==> config.mk <==
export PLATFORM = sky130hd
export DESIGN_NAME = strap_option_loader
export DESIGN_NICKNAME = d
export VERILOG_FILES = /design/src/shared/strap_pkg.sv /design/src/shared/strap_if.sv /design/src/strap_pin_capture.sv /design/src/strap_option_loader.sv
export SDC_FILE = /design/constraint.sdc
export NUM_CORES = 1
export LEC_CHECK = 0
export ABC_CLOCK_PERIOD_IN_PS = 3400
export BUFFER_PORTS_ARGS = -buffer_cell sky130_fd_sc_hd__buf_2
export CORE_ASPECT_RATIO = 1.2
export CORE_MARGIN = 2
export CORE_UTILIZATION = 54
export DETAILED_ROUTE_END_ITERATION = 7
export PLACE_DENSITY_LB_ADDON = 0.12
export SYNTH_ARGS = -nofsm -noshare
export SYNTH_HDL_FRONTEND = slang
export SYNTH_SLANG_ARGS = --single-unit
==> constraint.sdc <==
create_clock -name ref_clk -period 3.4 [get_ports ref_clk]
set_input_delay 0.68 -clock ref_clk [delete_from_list [all_inputs] [get_ports ref_clk]]
set_output_delay 0.68 -clock ref_clk [all_outputs]
set_load 0.1 [all_outputs]
==> src/shared/strap_pkg.sv <==
// constants and types shared by the strap option loader
package strap_pkg;

  // strap pin positions inside the strap vector
  localparam int STRAP_COUNT   = 6;
  localparam int STRAP_PWR     = 0;  // energy-detect power-down strap
  localparam int STRAP_DRIVE   = 1;  // i/o drive strength strap
  localparam int STRAP_CLKMODE = 2;  // rmii_clock_mode_strap
  localparam int STRAP_ANEG    = 3;  // port 3 auto-negotiation strap
  localparam int STRAP_FLOW    = 4;  // port 3 flow-control strap
  localparam int STRAP_DUPLEX  = 5;  // port 3 fallback duplex strap

  // register addresses on the configuration write port
  localparam logic [7:0] ADDR_REG14  = 8'h0E;
  localparam logic [7:0] ADDR_REG132 = 8'h84;
  localparam logic [7:0] ADDR_REG60  = 8'h3C;
  localparam logic [7:0] ADDR_REG50  = 8'h32;

  // field positions
  localparam int ENERGY_DETECT_POWER_DOWN_LSB   = 3;
  localparam int DRIVE_LSB  = 6;
  localparam int ANEG_BIT   = 7;
  localparam int DUPLEX_BIT = 5;
  localparam int FLOW_BIT   = 4;

  // field encodings
  localparam logic [1:0] ENERGY_DETECT_POWER_DOWN_NORMAL = 2'h0;
  localparam logic [1:0] ENERGY_DETECT_POWER_DOWN_ON     = 2'h3;
  localparam logic [1:0] DRIVE_8MA   = 2'h0;
  localparam logic [1:0] DRIVE_12MA  = 2'h1;

  // register values after reset, strap defaults applied
  localparam logic [7:0] REG14_RESET  = 8'h00;
  localparam logic [7:0] REG132_RESET = 8'h00;
  localparam logic [7:0] REG60_RESET  = 8'hA0;
  localparam logic [7:0] REG50_RESET  = 8'h00;

  // serial_bus_config_select codes
  localparam logic [1:0] PS_EEPROM = 2'h0;
  localparam logic [1:0] PS_SMI    = 2'h1;
  localparam logic [1:0] PS_SPI    = 2'h2;
  localparam logic [1:0] PS_BIST   = 2'h3;

  // port 5 arrangement codes
  localparam logic [1:0] P5_INTEGRATED = 2'h0;
  localparam logic [1:0] P5_MAC_EXT    = 2'h1;
  localparam logic [1:0] P5_DUAL       = 2'h2;

  // loader sequence
  typedef enum logic [1:0] {ST_CAPTURE, ST_APPLY, ST_EEPROM, ST_RUN} load_state_t;

endpackage : strap_pkg

==> src/shared/strap_if.sv <==
// carrier between the loader sequencer and the strap pin capture
interface strap_if;
  import strap_pkg::*;

  logic                   captureStb;  // sample the strap pins at this edge
  logic                   driveEn;     // pins leave input mode and drive
  logic [STRAP_COUNT-1:0] strapLevel;  // captured strap levels

  modport ctrl (output captureStb, output driveEn, input strapLevel);
  modport cap  (input captureStb, input driveEn, output strapLevel);
endinterface : strap_if

==> src/strap_pin_capture.sv <==
// strap pin capture and dual-purpose pin drive
module strap_pin_capture (
  input  wire logic                             ref_clk,
  input  wire logic                             rst,
  input  wire logic                             clkEn,
  strap_if.cap                                  bus,
  input  wire logic [strap_pkg::STRAP_COUNT-1:0] pinIn,
  input  wire logic [strap_pkg::STRAP_COUNT-1:0] ledFunc,
  output logic      [strap_pkg::STRAP_COUNT-1:0] pinOut,
  output logic      [strap_pkg::STRAP_COUNT-1:0] pinOe
);
  import strap_pkg::*;

  typedef struct packed {
    logic [STRAP_COUNT-1:0] level;
    logic [STRAP_COUNT-1:0] outVal;
    logic                   drive;
  } capture_state_t;

  localparam capture_state_t CAP_RESET = '{level: '1, outVal: '0, drive: 1'b0};

  capture_state_t q;
  capture_state_t d;

  ////////////////////////////////////////////////////////////////////////
  // next state: levels caught once, led data followed afterwards
  always_comb begin
    d = q;
    if (bus.captureStb) begin
      d.level = pinIn;
    end
    d.drive  = bus.driveEn;
    d.outVal = bus.driveEn ? ledFunc : '0;
  end

  // state register, frozen while clkEn is low
  always_ff @(posedge ref_clk or posedge rst) begin
    if (rst) begin
      q <= CAP_RESET;
    end else if (clkEn) begin
      q <= d;
    end
  end

  ////////////////////////////////////////////////////////////////////////
  // per-pin drive: input with pull during reset, led output afterwards
  genvar i;
  generate
    for (i = 0; i < STRAP_COUNT; i++) begin : gPin
      assign pinOut[i] = q.outVal[i];
      assign pinOe[i]  = q.drive;
    end
  endgenerate

  assign bus.strapLevel = q.level;
endmodule : strap_pin_capture

==> src/strap_option_loader.sv <==
// strap option loader: reset-time configuration from straps and serial bus pins
//
// Summary of operation
// power strap low sets energy-detect power-down
// drive strap picks 8mA or 12mA
// rmii clock strap picks crystal or external
// port 3 auto-negotiation strap into bit
// port 3 flow-control strap forces flow control
// port 3 duplex strap sets fallback duplex
// config pins select smi, spi or bist
// code 00 without eeprom starts on defaults
// strap pins input in reset, outputs after
// unmanaged configuration fixed only at reset time
// managed host reaches registers over spi/smi
// three port five arrangements supported
// straps captured once, kept until overwritten
module strap_option_loader #(
  parameter bit RMII_VARIANT = 1'b1
) (
  input  wire logic                              ref_clk,
  input  wire logic                              rst,
  input  wire logic                              clkEn,
  input  wire logic [strap_pkg::STRAP_COUNT-1:0] pinIn,
  input  wire logic [strap_pkg::STRAP_COUNT-1:0] ledFunc,
  output logic      [strap_pkg::STRAP_COUNT-1:0] pinOut,
  output logic      [strap_pkg::STRAP_COUNT-1:0] pinOe,
  input  wire logic [1:0]                        serialBusConfigSelect,
  input  wire logic [1:0]                        port5Select,
  input  wire logic                              eepromPresent,
  input  wire logic                              eepromDone,
  input  wire logic                              cfgWrEn,
  input  wire logic [7:0]                        cfgWrAddr,
  input  wire logic [7:0]                        cfgWrData,
  output logic      [7:0]                        ctrlReg14,
  output logic      [7:0]                        ctrlReg132,
  output logic      [7:0]                        port3Reg60,
  output logic      [7:0]                        port3Reg50,
  output logic                                   rmiiClockFromCrystal,
  output logic                                   rmiiRefClockOutEn,
  output logic                                   smiEnable,
  output logic                                   spiSlaveEnable,
  output logic                                   bistEnable,
  output logic                                   eepromLoadActive,
  output logic                                   configReady,
  output logic                                   mac5ExternalEn,
  output logic                                   phy5ExternalEn,
  output logic                                   phy5PowerDown
);
  import strap_pkg::*;

  // images and mode flags, all registered so the outputs never glitch
  typedef struct packed {
    load_state_t fsm;
    logic [1:0]  psSel;
    logic [1:0]  p5Sel;
    logic [7:0]  reg14;
    logic [7:0]  reg132;
    logic [7:0]  reg60;
    logic [7:0]  reg50;
    logic        clkXtal;
    logic        refOutEn;
    logic        smi;
    logic        spi;
    logic        bist;
    logic        eeLoad;
    logic        ready;
    logic        mac5Ext;
    logic        phy5Ext;
    logic        phy5Pd;
    logic        drive;
  } loader_state_t;

  localparam loader_state_t LOADER_RESET = '{
    fsm: ST_CAPTURE, psSel: PS_EEPROM, p5Sel: P5_INTEGRATED,
    reg14: REG14_RESET, reg132: REG132_RESET, reg60: REG60_RESET, reg50: REG50_RESET,
    clkXtal: 1'b1, refOutEn: 1'b0, smi: 1'b0, spi: 1'b0, bist: 1'b0, eeLoad: 1'b0,
    ready: 1'b0, mac5Ext: 1'b0, phy5Ext: 1'b0, phy5Pd: 1'b0, drive: 1'b0};

  loader_state_t q;
  loader_state_t d;
  logic          wrOk;
  logic          needEeprom;

  strap_if pins ();

  ////////////////////////////////////////////////////////////////////////
  // strap pin capture and led drive
  strap_pin_capture uCapture (
    .ref_clk (ref_clk),
    .rst     (rst),
    .clkEn   (clkEn),
    .bus     (pins.cap),
    .pinIn   (pinIn),
    .ledFunc (ledFunc),
    .pinOut  (pinOut),
    .pinOe   (pinOe)
  );

  // capture strobe only in the first state after reset release
  // reset overrides the strobe, so the first enabled edge after release samples
  assign pins.captureStb = (q.fsm == ST_CAPTURE);
  assign pins.driveEn    = q.drive;

  ////////////////////////////////////////////////////////////////////////
  // write acceptance: eeprom load window, or a managed host afterwards
  // writes during capture and apply are dropped so a strap value is never half applied
  always_comb begin
    needEeprom = (q.psSel == PS_EEPROM) && eepromPresent;
    wrOk       = 1'b0;
    if (q.fsm == ST_EEPROM) begin
      wrOk = cfgWrEn;
    end else if (q.fsm == ST_RUN) begin
      wrOk = cfgWrEn && (q.smi || q.spi);
    end
  end

  ////////////////////////////////////////////////////////////////////////
  // sequencer and register images
  always_comb begin
    d = q;
    case (q.fsm)
      ST_CAPTURE: begin
        d.psSel = serialBusConfigSelect;
        d.p5Sel = port5Select;
        d.fsm   = ST_APPLY;
      end
      ST_APPLY: begin
        // levels already registered one edge earlier, so pin noise cannot reach here
        d.reg14[ENERGY_DETECT_POWER_DOWN_LSB +: 2] = pins.strapLevel[STRAP_PWR] ? ENERGY_DETECT_POWER_DOWN_NORMAL : ENERGY_DETECT_POWER_DOWN_ON;
        d.reg132[DRIVE_LSB +: 2] = pins.strapLevel[STRAP_DRIVE] ? DRIVE_8MA : DRIVE_12MA;
        d.clkXtal  = RMII_VARIANT ? pins.strapLevel[STRAP_CLKMODE] : 1'b1;
        d.refOutEn = RMII_VARIANT && pins.strapLevel[STRAP_CLKMODE];
        d.reg60[ANEG_BIT]   = pins.strapLevel[STRAP_ANEG];
        d.reg50[FLOW_BIT]   = ~pins.strapLevel[STRAP_FLOW];
        d.reg60[DUPLEX_BIT] = pins.strapLevel[STRAP_DUPLEX];
        // management interface from the serial bus configuration code
        d.smi  = (q.psSel == PS_SMI);
        d.spi  = (q.psSel == PS_SPI);
        d.bist = (q.psSel == PS_BIST);
        // port five arrangement
        d.mac5Ext = (q.p5Sel == P5_MAC_EXT) || (q.p5Sel == P5_DUAL);
        d.phy5Ext = (q.p5Sel == P5_DUAL);
        d.phy5Pd  = (q.p5Sel == P5_MAC_EXT);
        d.drive   = 1'b1;
        d.eeLoad  = needEeprom;
        d.ready   = !needEeprom;
        d.fsm     = needEeprom ? ST_EEPROM : ST_RUN;
      end
      ST_EEPROM: begin
        // no timeout: a missing done keeps the device waiting, like a stuck eeprom
        if (eepromDone) begin
          d.eeLoad = 1'b0;
          d.ready  = 1'b1;
          d.fsm    = ST_RUN;
        end
      end
      default: begin
        // run state is final until the next reset
        d.fsm = ST_RUN;
      end
    endcase
    // overwrite of captured values by eeprom or host
    // writes to other addresses are dropped without any sign
    if (wrOk) begin
      if (cfgWrAddr == ADDR_REG14) begin
        d.reg14 = cfgWrData;
      end else if (cfgWrAddr == ADDR_REG132) begin
        d.reg132 = cfgWrData;
      end else if (cfgWrAddr == ADDR_REG60) begin
        d.reg60 = cfgWrData;
      end else if (cfgWrAddr == ADDR_REG50) begin
        d.reg50 = cfgWrData;
      end
    end
  end

  // state register, frozen while clkEn is low
  always_ff @(posedge ref_clk or posedge rst) begin
    if (rst) begin
      q <= LOADER_RESET;
    end else if (clkEn) begin
      q <= d;
    end
  end

  ////////////////////////////////////////////////////////////////////////
  // outputs straight from the state register
  // no logic after the register, so strap results hold steady for the fabric
  assign ctrlReg14            = q.reg14;
  assign ctrlReg132           = q.reg132;
  assign port3Reg60           = q.reg60;
  assign port3Reg50           = q.reg50;
  assign rmiiClockFromCrystal = q.clkXtal;
  assign rmiiRefClockOutEn    = q.refOutEn;
  assign smiEnable            = q.smi;
  assign spiSlaveEnable       = q.spi;
  assign bistEnable           = q.bist;
  assign eepromLoadActive     = q.eeLoad;
  assign configReady          = q.ready;
  assign mac5ExternalEn       = q.mac5Ext;
  assign phy5ExternalEn       = q.phy5Ext;
  assign phy5PowerDown        = q.phy5Pd;
endmodule : strap_option_loader

# Word level (Yosys, flattened, before mapping)
# Cells that the tools add are included.
# W data, S select, Z words.
totals:
  regBits: 62
  input_bits: 38
  output_inout_bits: 54
  word_cells: 81
op_classes:
  eq_ne: 13
  muxes: 23
  bitwise: 4
  reduce_logical: 16
ops:
  columns: ["operator", "n"]
  rows:
  - ["$mux W8", 4]
  - ["$mux W29", 1]
  - ["$mux W24", 1]
  - ["$eq A8 B6 Y1 const B", 2]
  - ["$mux W16", 1]
  - ["$eq A2 B2 Y1 const B", 5]
  - ["$mux W2", 5]
  - ["$eq A8 B4 Y1 const B", 1]
  - ["$eq A8 B8 Y1 const B", 1]
  - ["$mux W1", 7]
  - ["$eq A2 B1 Y1 const B", 3]
  - ["$mux W6", 1]
  - ["$pmux W2 S3", 1]
  - ["$reduce_and A2 Y1", 3]
  - ["$reduce_and A3 Y1", 2]
  - ["$reduce_and A6 Y1", 1]
  - ["$mux W5", 1]
  - ["$reduce_and A5 Y1", 1]
  - ["$logic_not A2 Y1", 2]
  - ["$not A1 Y1", 4]
  - ["$pmux W2 S2", 1]
  - ["$reduce_and A4 Y1", 1]
  - ["$logic_and A1 B1 Y1", 2]
  - ["$logic_or A1 B1 Y1", 2]
  - ["other kinds (3)", 3]

# Depth between registers and ports, before layout
# Gate-level depths: netlist of the first run.
logic_depth:
  ltp_word: 7
  mapped_depth: 6
  ltp_nobuf: 4

# By module
# A second synthesis of the first run with hierarchy kept.
hier_totals:
  cells_unflattened: 251
  hier_area_um2: 2927.8
by_module_without_submodules:
  columns: ["mod", "n_inst", "cells_each", "area_per_inst_um2", "seq_area_each_um2"]
  rows:
  - ["strap_option_loader", 1, 215, 2369.8, 1229.9]
  - ["strap_pin_capture", 1, 36, 558.0, 332.8]

# Least setup slack after synthesis of the first run
# No wires, ideal clock.
synth_path:
  kind: "input to register"
  startpoint: "input clkEn"
  endpoint: "register q, in the netlist port3Reg60[0]"
  setup_ns: 0.125
  arrival_time_ns: 2.189
  required_ns: 3.275
  path_slack_ns: 1.087
  path_stages: 4
  path_buffers: 1
  path_cell_list: "buf_4 > or4b_4 > nor4_4 > mux2_2"
synth_between:
  elab_chain_cells: 1
synth_rtl:
  columns: ["item", "line_no", "text"]
  rows:
  - ["start: declaration", "strap_option_loader.sv:22", "input wire logic clkEn,"]
  - ["$reduce_and A5 Y1 (no source line)", null, null]
  - ["end signal: assignment", "strap_option_loader.sv:180", "q <= LOADER_RESET;"]
  - ["end signal: assignment", "strap_option_loader.sv:182", "q <= d;"]
  - ["end: declaration", "strap_option_loader.sv:79", "loader_state_t q;"]
# Every way passes these cells.
# A chain may end at the register's enable or synchronous reset.

# Worst setup path after layout of the first run
layout_path:
  startpoint: "input clkEn"
  endpoint: "register q, in the netlist port3Reg60[6]"
# The elaborated chain is that of the path after synthesis.

==> metrics.cfg, run 1 <==
[run_status]
status=completed

[timing]
fin_worst_skew_ns=0.00874
finalMaxSlewViolations=0
slew_headroom=0.540
setup-tns-final_ns=0
timing.fmax_mhz=429
fin_crit_sh=0.685
max_slew.worst_pin.slew_ns=0.685
setup_violations=0
finalCriticalPeriod_ns=2.33
hold_viol=0
rsz0062_at_grt=no

[cts]
path_clk_slew_ns=0.06
cts_hold_buf=0
cts-root-buf=clkbuf_8
cts_tree=yes
clk_latency_ns=0.33
cts.sinks=62
cts-resized-gates=0
numCtsBuffers=9
cts.path.max_buffers=2
htreeDepth=3
post_cts_buffers=0

[global_routing]
grt_usage=0.205
use_met3=0.0531
grt_use_met1=0.281
grt_pass1_wl_mm=9.30
grt_max_degree=63
grt_pass1_vias=1958
grt_util_met2=0.304
grt_busiest_layer=met2
antenna_found_initial=0
overflow=0

[worst_setup_path]
arrival_ns=2.54
cp-end-kind=register
crit_chain=buf_2, or4b_4, nor4_4, mux2_2
path_class=input pin to register
cp_max_fo=18
critPathMaxStageDelay_ns=0.65
critPathSlowestCell=nor4_4
start_kind=input pin
cp.required_ns=3.62

[synth]
postSynthCellCount=240
syn_avg_cell_area_um2=11.9
ys_warn_count=0
synth_fp_nets=280
netlist_area_mm2=0.00287
synth_seq_cells=62
yosysSeqAreaShare=0.545
ys_types=31

[layout]
syn2layout_area_growth_pct=14.9
multiInputGateArea_um2=963
num-fill-cells=429
antenna_cells=0
fin_nets=341
drive_gt1_frac=0.513
seq_area_mm2=0.00156

[min_path]
hp-class=input pin to async pin

[pwr]
p_per_area_mw_per_mm2=636
peakVddDrop_mv=0.416
total_power_mw=2.09
p_leak_nw=1.77

[placement]
gp_routability_congestion=0.710
io_buffers=91
hpwl_mm=3.72

[die]
dieWidth_um=70.5
dieArea_mm2=0.00591
die_y_um=83.8
core_mm2=0.00519
ios=92
rows=29
start_util=0.552

[detailed_routing]
route.detailed.drc=0
via_count=1901
avgRoutedWirePerCell_um=14.6
wl_mm=5.39
dr.pass1.iters=4
via_per_inst=5.17
drtIter0Drc=132
ant_nets=0

[run]
drv.max_cap_violation_count=0

## power by group
part | internal, mW | switching (mW) | leakage (nW) | total, mW
clock network | 0.285 | 0.264 | 0.0817 | 0.549
logic | 0.112 | 0.572 | 0.899 | 0.684
registers | 0.819 | 0.0423 | 0.786 | 0.861
total | 1.22 | 0.878 | 1.77 | 2.09
## path summary, 6_finish.rpt
path / startpoint / end / cells after the start / slack (ns)
worst max-delay path: clkEn / port3Reg60[6] / 4 / 1.07
worst min-delay path: rst / ctrlReg14[6] / 3 / 0.39
worst max register to register: q[47] / ctrlReg132[0] / 4 / 1.31
worst min register to register: rmiiClockFromCrystal / rmiiClockFromCrystal / 2 / 0.47
max in group asynchronous: rst / uCapture.bus.strapLevel[0] / 3 / 2.69
min in group ref_clk: rmiiClockFromCrystal / rmiiClockFromCrystal / 2 / 0.47
## metal layers
layer	part of all wire	vias up	routed length, µm
met5	0	-	0
met4	0.018	0	99
met3	0.075	8	402
met2	0.44	66	2390
met1	0.46	922	2500
li1	-	905	-
## through the flow
stage	util	setup slack, ns	cell area [µm²]	std cells	hold slack [ns]
2_1_floorplan	-	1.09	2870	240	0.444
3_3_place_gp	0.604	0.725	3130	352	0.449
3_5_place_dp	0.604	0.698	3130	352	0.448
4_1_cts	0.635	1.04	3290	368	0.409
5_1_grt	0.635	0.956	3290	368	0.417
6_report	0.635	1.07	3290	368	0.388
## worst max-delay path: cells and delay by family
family,cells,cell delay [ns]
mux,1,0.40
buf+inv,1,0.25
simple gates,2,1.21
## kinds of logic after synthesis
logic type	share of synthesized area
AND/OR/NAND/NOR	0.130
flip-flops	0.545
buffers and inverters	0.120
multiplexers	0.144
AO/OA/AOI/OAI	0.0511
adder cells (fa/ha/maj)	0.00873
## synth_stat cells (all sizes together)
master   number  share of area
or4b          1         0.0048
buf          38           0.10
nand4bb       1         0.0039
nor4bb        1         0.0035
nor4          4          0.024
a31o          1         0.0031
nand2        31          0.041
inv          10          0.013
nand2b        2         0.0044
dfrtp        53           0.46
a31oi         1         0.0022
and2          1         0.0022
nand3b        4          0.010
a221o         4          0.014
dfstp         9          0.082
mux2i         2         0.0070
nand4         3         0.0065
nor2          8          0.010
a32o          1         0.0035
o21ai        11          0.019
ha            2         0.0087
mux2         35           0.14
nor3b         4          0.012
a21o          1         0.0026
a21oi         2         0.0035
a32oi         1         0.0031
and3b         1         0.0031
nand3         2         0.0035
clkbuf        6         0.0079
## cell usage in the layout, fill, tap and decap left out, types with 3 or more instances in the layout
master and count:
a221o_1 4, buf_2 91, clkbuf_1 5, clkbuf_8 10, dfrtp_1 53, dfstp_2 9
inv_1 9, mux2_2 35, nand2_1 31, nand3b_1 4, nand4_1 3, nor2_1 8
nor4_4 3, o21ai_0 11
## registers in the layout (all words and copies together), names as in the netlist, 6 cells and up
name / cells
uCapture.pinOut: 6
uCapture.bus.strapLevel: 6
ctrlReg132: 8
port3Reg50: 8
port3Reg60: 8
q: 6
ctrlReg14: 8
## area by class of cell
type / count / share of cell area
flip-flops and latches: 62 / 0.475
multi-input cells: 124 / 0.293
repair buffers: 94 / 0.149
clock buffers: 15 / 0.0475
well taps: 62 / 0.0236
inverters: 10 / 0.0114
clock inverters: 1 / 0.00152
No activity file was read; power rests on OpenSTA's default activity.
==> inputs of run 2 (changes only) <==
--- a/config.mk
+++ b/config.mk
@@ -5,11 +5,11 @@
 export SDC_FILE = /design/constraint.sdc
 export NUM_CORES = 1
 export LEC_CHECK = 0
-export ABC_CLOCK_PERIOD_IN_PS = 3400
+export ABC_CLOCK_PERIOD_IN_PS = 2000
 export BUFFER_PORTS_ARGS = -buffer_cell sky130_fd_sc_hd__buf_2
 export CORE_ASPECT_RATIO = 1.2
 export CORE_MARGIN = 2
-export CORE_UTILIZATION = 54
+export CORE_UTILIZATION = 46
 export DETAILED_ROUTE_END_ITERATION = 7
 export PLACE_DENSITY_LB_ADDON = 0.12
 export SYNTH_ARGS = -nofsm -noshare
==> constraint.sdc (replaced) <==
create_clock -name ref_clk -period 2 [get_ports ref_clk]
set_input_delay 0.4 -clock ref_clk [delete_from_list [all_inputs] [get_ports ref_clk]]
set_output_delay 0.4 -clock ref_clk [all_outputs]
set_load 0.1 [all_outputs]
==> metrics.cfg, run 2 (synthesized netlist as in run 1, its figures left out) <==
[cts]
clk_latency_ns=0.33
cts_tree=yes
cts-resized-gates=0
numCtsBuffers=9
path_clk_slew_ns=0.07
cts_hold_buf=0
htreeDepth=3
post_cts_buffers=0
cts-root-buf=clkbuf_8
cts.sinks=62
cts.path.max_buffers=2

[detailed_routing]
wl_mm=5.63
via_per_inst=4.82
route.detailed.drc=0
via_count=1920
avgRoutedWirePerCell_um=14.2
dr.pass1.iters=4
drtIter0Drc=69
ant_nets=0

[layout]
syn2layout_area_growth_pct=22.1
fin_nets=351
mostFrequentLayoutCell=buf_2
fin_area_mm2=0.00350
fin_util=0.578
antenna_cells=0
drive_gt1_frac=0.551
final_cell_mix=buf_2 (91), dfrtp_1 (51), mux2_2 (35)

[die]
core_mm2=0.00605
start_util=0.474
rows=31
dieWidth_um=76.1
ios=92
die_y_um=90.5
dieArea_mm2=0.00688

[global_routing]
grt_max_degree=63
overflow=0
grt_pass1_vias=1892
grt_pass1_wl_mm=9.36
grt_usage=0.175
antenna_found_initial=0

[timing]
setup-tns-final_ns=0
setup_violations=0
timing.fmax_mhz=585
hold_viol=0
rsz0062_at_grt=no
finalMaxSlewViolations=0
fin_worst_skew_ns=0.00738
slew_headroom=0.666
max_slew.worst_pin.slew_ns=0.504
setup_ws_ns=0.291
fin_crit_sh=0.855
finalCriticalPeriod_ns=1.71

[worst_setup_path]
cp.required_ns=2.22
start_kind=input pin
crit_chain=buf_2, or4b_4, nor4_4, buf_12, nor2_1, a221o_1
critPathMaxStageDelay_ns=0.59
cp-end-kind=register
cp-startpoint=cfgWrAddr[0]
cp_max_fo=9
rr_startpoint=q[47]
path_class=input pin to register
arrival_ns=1.93
critPathSlowestCell=or4b_4

[placement]
io_buffers=91
gp_routability_congestion=0.707
hpwl_mm=3.97
placed_area_mm2=0.00327
dp_slack_ns=-0.0534

[pwr]
p_leak_nw=1.85
p_per_area_mw_per_mm2=1110
peakVddDrop_mv=0.824

[run_status]
status=completed

[min_path]
hp-class=input pin to async pin

[run]
drv.max_cap_violation_count=0

[run 2: changes by cell type in the layout (fill, tap and decap cells not counted), sizes merged]
cell      delta
clkinvlp     +3
buf         +10
clkbuf       -5
bufinv       +2
[run 2: critical path: cells and delay by family]
kind / cells / cell delay (ns)
AO/OA/AOI/OAI: 1 / 0.31
AND/OR/NAND/NOR: 3 / 0.94
buffers and inverters: 2 / 0.28
[run 2: metrics by stage]
step / hold WS [ns] / power, mW / std cells
3_5_place_dp: 0.451 / 2.67 / 382
4_1_cts: 0.145 / 3.93 / 398
2_1_floorplan: 0.444 / 2.53 / 240
5_1_grt: 0.159 / 4.06 / 398
3_3_place_gp: 0.448 / 2.66 / 382
6_report: 0.137 / 3.88 / 398
[run 2: report_power, final]
| part | total, mW | switching (mW) | internal, mW |
|---|---|---|---|
| clock | 1.24 | 0.500 | 0.742 |
| sequential | 1.47 | 0.0755 | 1.39 |
| combinational | 1.17 | 0.972 | 0.202 |
[run 2: cell type report]
type | instances | area, µm²
clock buffer | 10 | 138
timing repair buffer | 104 | 591
inverter | 10 | 41.3
multi-input combinational | 124 | 970
fill | 567 | 2550
tap | 82 | 103
sequential | 62 | 1570
clock inverter | 6 | 92.6
[run 2: path summary, 6_finish.rpt]
path	endpoint	slack, ns	cells past startpoint
hold reg to reg	rmiiClockFromCrystal	0.46	2
setup / recovery	ctrlReg14[3]	0.29	6
min in group ref_clk	q[44]	0.27	3
setup reg to reg	ctrlReg14[3]	0.32	6
max in group asynchronous	port3Reg60[7]	1.55	3
hold / removal	phy5PowerDown	0.14	3
[run 2: routing by layer]
metal / wire length [µm] / share of wire / GRT usage / up-vias
li1: - / - / - / 925
met5: 0 / 0 / 0 / -
met4: 41 / 0.0073 / 0.0545 / 0
met3: 345 / 0.061 / 0.0620 / 4
met1: 2590 / 0.46 / 0.233 / 933
met2: 2660 / 0.47 / 0.268 / 58
==> inputs of run 3 (changes only) <==
--- a/config.mk
+++ b/config.mk
@@ -12,6 +12,7 @@
 export CORE_UTILIZATION = 46
 export DETAILED_ROUTE_END_ITERATION = 7
 export PLACE_DENSITY_LB_ADDON = 0.12
+export SETUP_SLACK_MARGIN = 0.3
 export SYNTH_ARGS = -nofsm -noshare
 export SYNTH_HDL_FRONTEND = slang
 export SYNTH_SLANG_ARGS = --single-unit
==> metrics.cfg, run 3 (synthesized netlist as in run 1, its figures left out) <==
[run_status]
status=completed

[worst_setup_path]
critPathMaxStageDelay_ns=0.53
critical_path.top_delay_family=flip-flops
rr_startpoint=smiEnable
r2r_cells=6
cp_max_fo=2
r2r_end=ctrlReg14[3]
critPathSlowestCell=dfstp_2
path_class=register to output port
cp-startpoint=port3Reg60[7]
cp.required_ns=1.60
regToRegSetupSlack_ns=0.35
start_kind=register
arrival_ns=1.27
cp-end-kind=output port
cp.buffers_inverters=1
crit_chain=buf_2

[detailed_routing]
wl_mm=5.64
drtIter0Drc=65
avgRoutedWirePerCell_um=14.1
via_per_inst=4.84
ant_nets=0
route.detailed.drc=0
via_count=1939
dr.pass1.iters=4

[pwr]
p_leak_nw=1.91
peakVddDrop_mv=0.550
p_per_area_mw_per_mm2=1060

[global_routing]
grt_max_degree=42
grt_usage=0.170
overflow=0
grt_pass1_wl_mm=9.20
grt_pass1_vias=1878
antenna_found_initial=0

[timing]
finalMaxSlewViolations=0
max_slew.worst_pin.slew_ns=0.516
setup_violations=0
fin_crit_sh=0.835
hold_viol=0
timing.fmax_mhz=599
finalCriticalPeriod_ns=1.67
rsz0062_at_grt=yes
slew_headroom=0.656
fin_worst_skew_ns=0.00619
setup-tns-final_ns=0

[cts]
path_clk_slew_ns=0.07
cts-root-buf=clkbuf_8
htreeDepth=3
cts_tree=yes
numCtsBuffers=9
cts.path.max_buffers=2
cts.sinks=62
cts_hold_buf=0
clk_latency_ns=0.33

[layout]
final_cell_mix=buf_2 (90), dfrtp_1 (49), nand2_1 (31)
drive_gt1_frac=0.564
num-fill-cells=550
syn2layout_area_growth_pct=25.7
mostFrequentLayoutCell=buf_2
antenna_cells=0
fin_cells=401
fin_nets=354

[die]
dieWidth_um=76.1
start_util=0.474
die_y_um=90.5
rows=31
core_mm2=0.00605
ios=92
dieArea_mm2=0.00688

[placement]
gp_routability_congestion=0.751
io_buffers=91
placedCellCount=383
hpwl_mm=4.27

[min_path]
hp-class=input pin to async pin

[run]
drv.max_cap_violation_count=0

run 3: cell count changes in the layout (fill, tap and decap cells not counted), moves of 2 or more:
cell / before / now
dfrtp_1: 51 / 49
clkbuf_8: 10 / 13
clkinv_2: 0 / 2
clkinvlp_4: 3 / 1
mux2_4: 0 / 17
mux2_2: 35 / 18
dfrtp_4: 0 / 2
run 3: timing repair:
item                       4_1_cts  5_1_grt
gates resized for setup          2        2
setup endpoints to repair       23        8
setup buffers                    2        0
pin swaps                        0        3
run 3: metrics by stage:
step | instance area [µm²] | total power [mW] | hold slack (ns) | worst slack, ns | util
2_1_floorplan | 2960 | 2.55 | 0.444 | 0.0166 | -
5_1_grt | 3600 | 3.95 | 0.140 | 0.280 | 0.596
4_1_cts | 3600 | 3.85 | 0.108 | 0.311 | 0.595
6_report | 3600 | 3.82 | 0.105 | 0.330 | 0.596
3_5_place_dp | 3360 | 2.68 | 0.451 | -0.00672 | 0.555
3_3_place_gp | 3360 | 2.67 | 0.448 | 0.0123 | 0.555
run 3: layout make-up:
type | instances | area [µm²] | share of cell area
Timing Repair Buffer | 107 | 632 | 0.175
Multi-Input combinational cell | 124 | 1040 | 0.287
Clock buffer | 13 | 179 | 0.0497
Clock inverter | 3 | 40.0 | 0.0111
Tap cell | 82 | 103 | 0.0285
Sequential cell | 62 | 1570 | 0.436
Inverter | 10 | 41.3 | 0.0115
run 3: per-layer routing:
| metal | up-vias | global-route usage | wire (µm) |
|---|---|---|---|
| li1 | 934 | - | - |
| met1 | 936 | 0.228 | 2490 |
| met2 | 59 | 0.263 | 2740 |
| met3 | 10 | 0.0410 | 312 |
| met4 | 0 | 0.0788 | 108 |
| met5 | - | 0 | 0 |
run 3: worst max-delay path by stage:
stage | end | slack (ns) | depth (start not counted)
3_3_place_gp | ctrlReg14[3] | 0.01 | 6
2_1_floorplan | port3Reg60[0] | 0.02 | 4
3_5_place_dp | ctrlReg14[3] | -0.007 | 6
5_1_grt | ctrlReg132[1] | 0.28 | 5
4_1_cts | port3Reg60[7] | 0.31 | 1
6_report | port3Reg60[7] | 0.33 | 1
run 3: report_power, final:
group | internal, mW | switching [mW]
combinational | 0.213 | 0.974
sequential | 1.40 | 0.0727
clock | 0.708 | 0.454
total | 2.32 | 1.50
run 3: worst reg2reg max path, delay by kind of cell, from the launching register on:
kind                   cells  cell delay, ns
flip-flops                 1            0.50
buffers and inverters      3            0.45
AO/OA/AOI/OAI              1            0.31
AND/OR/NAND/NOR            2            0.28
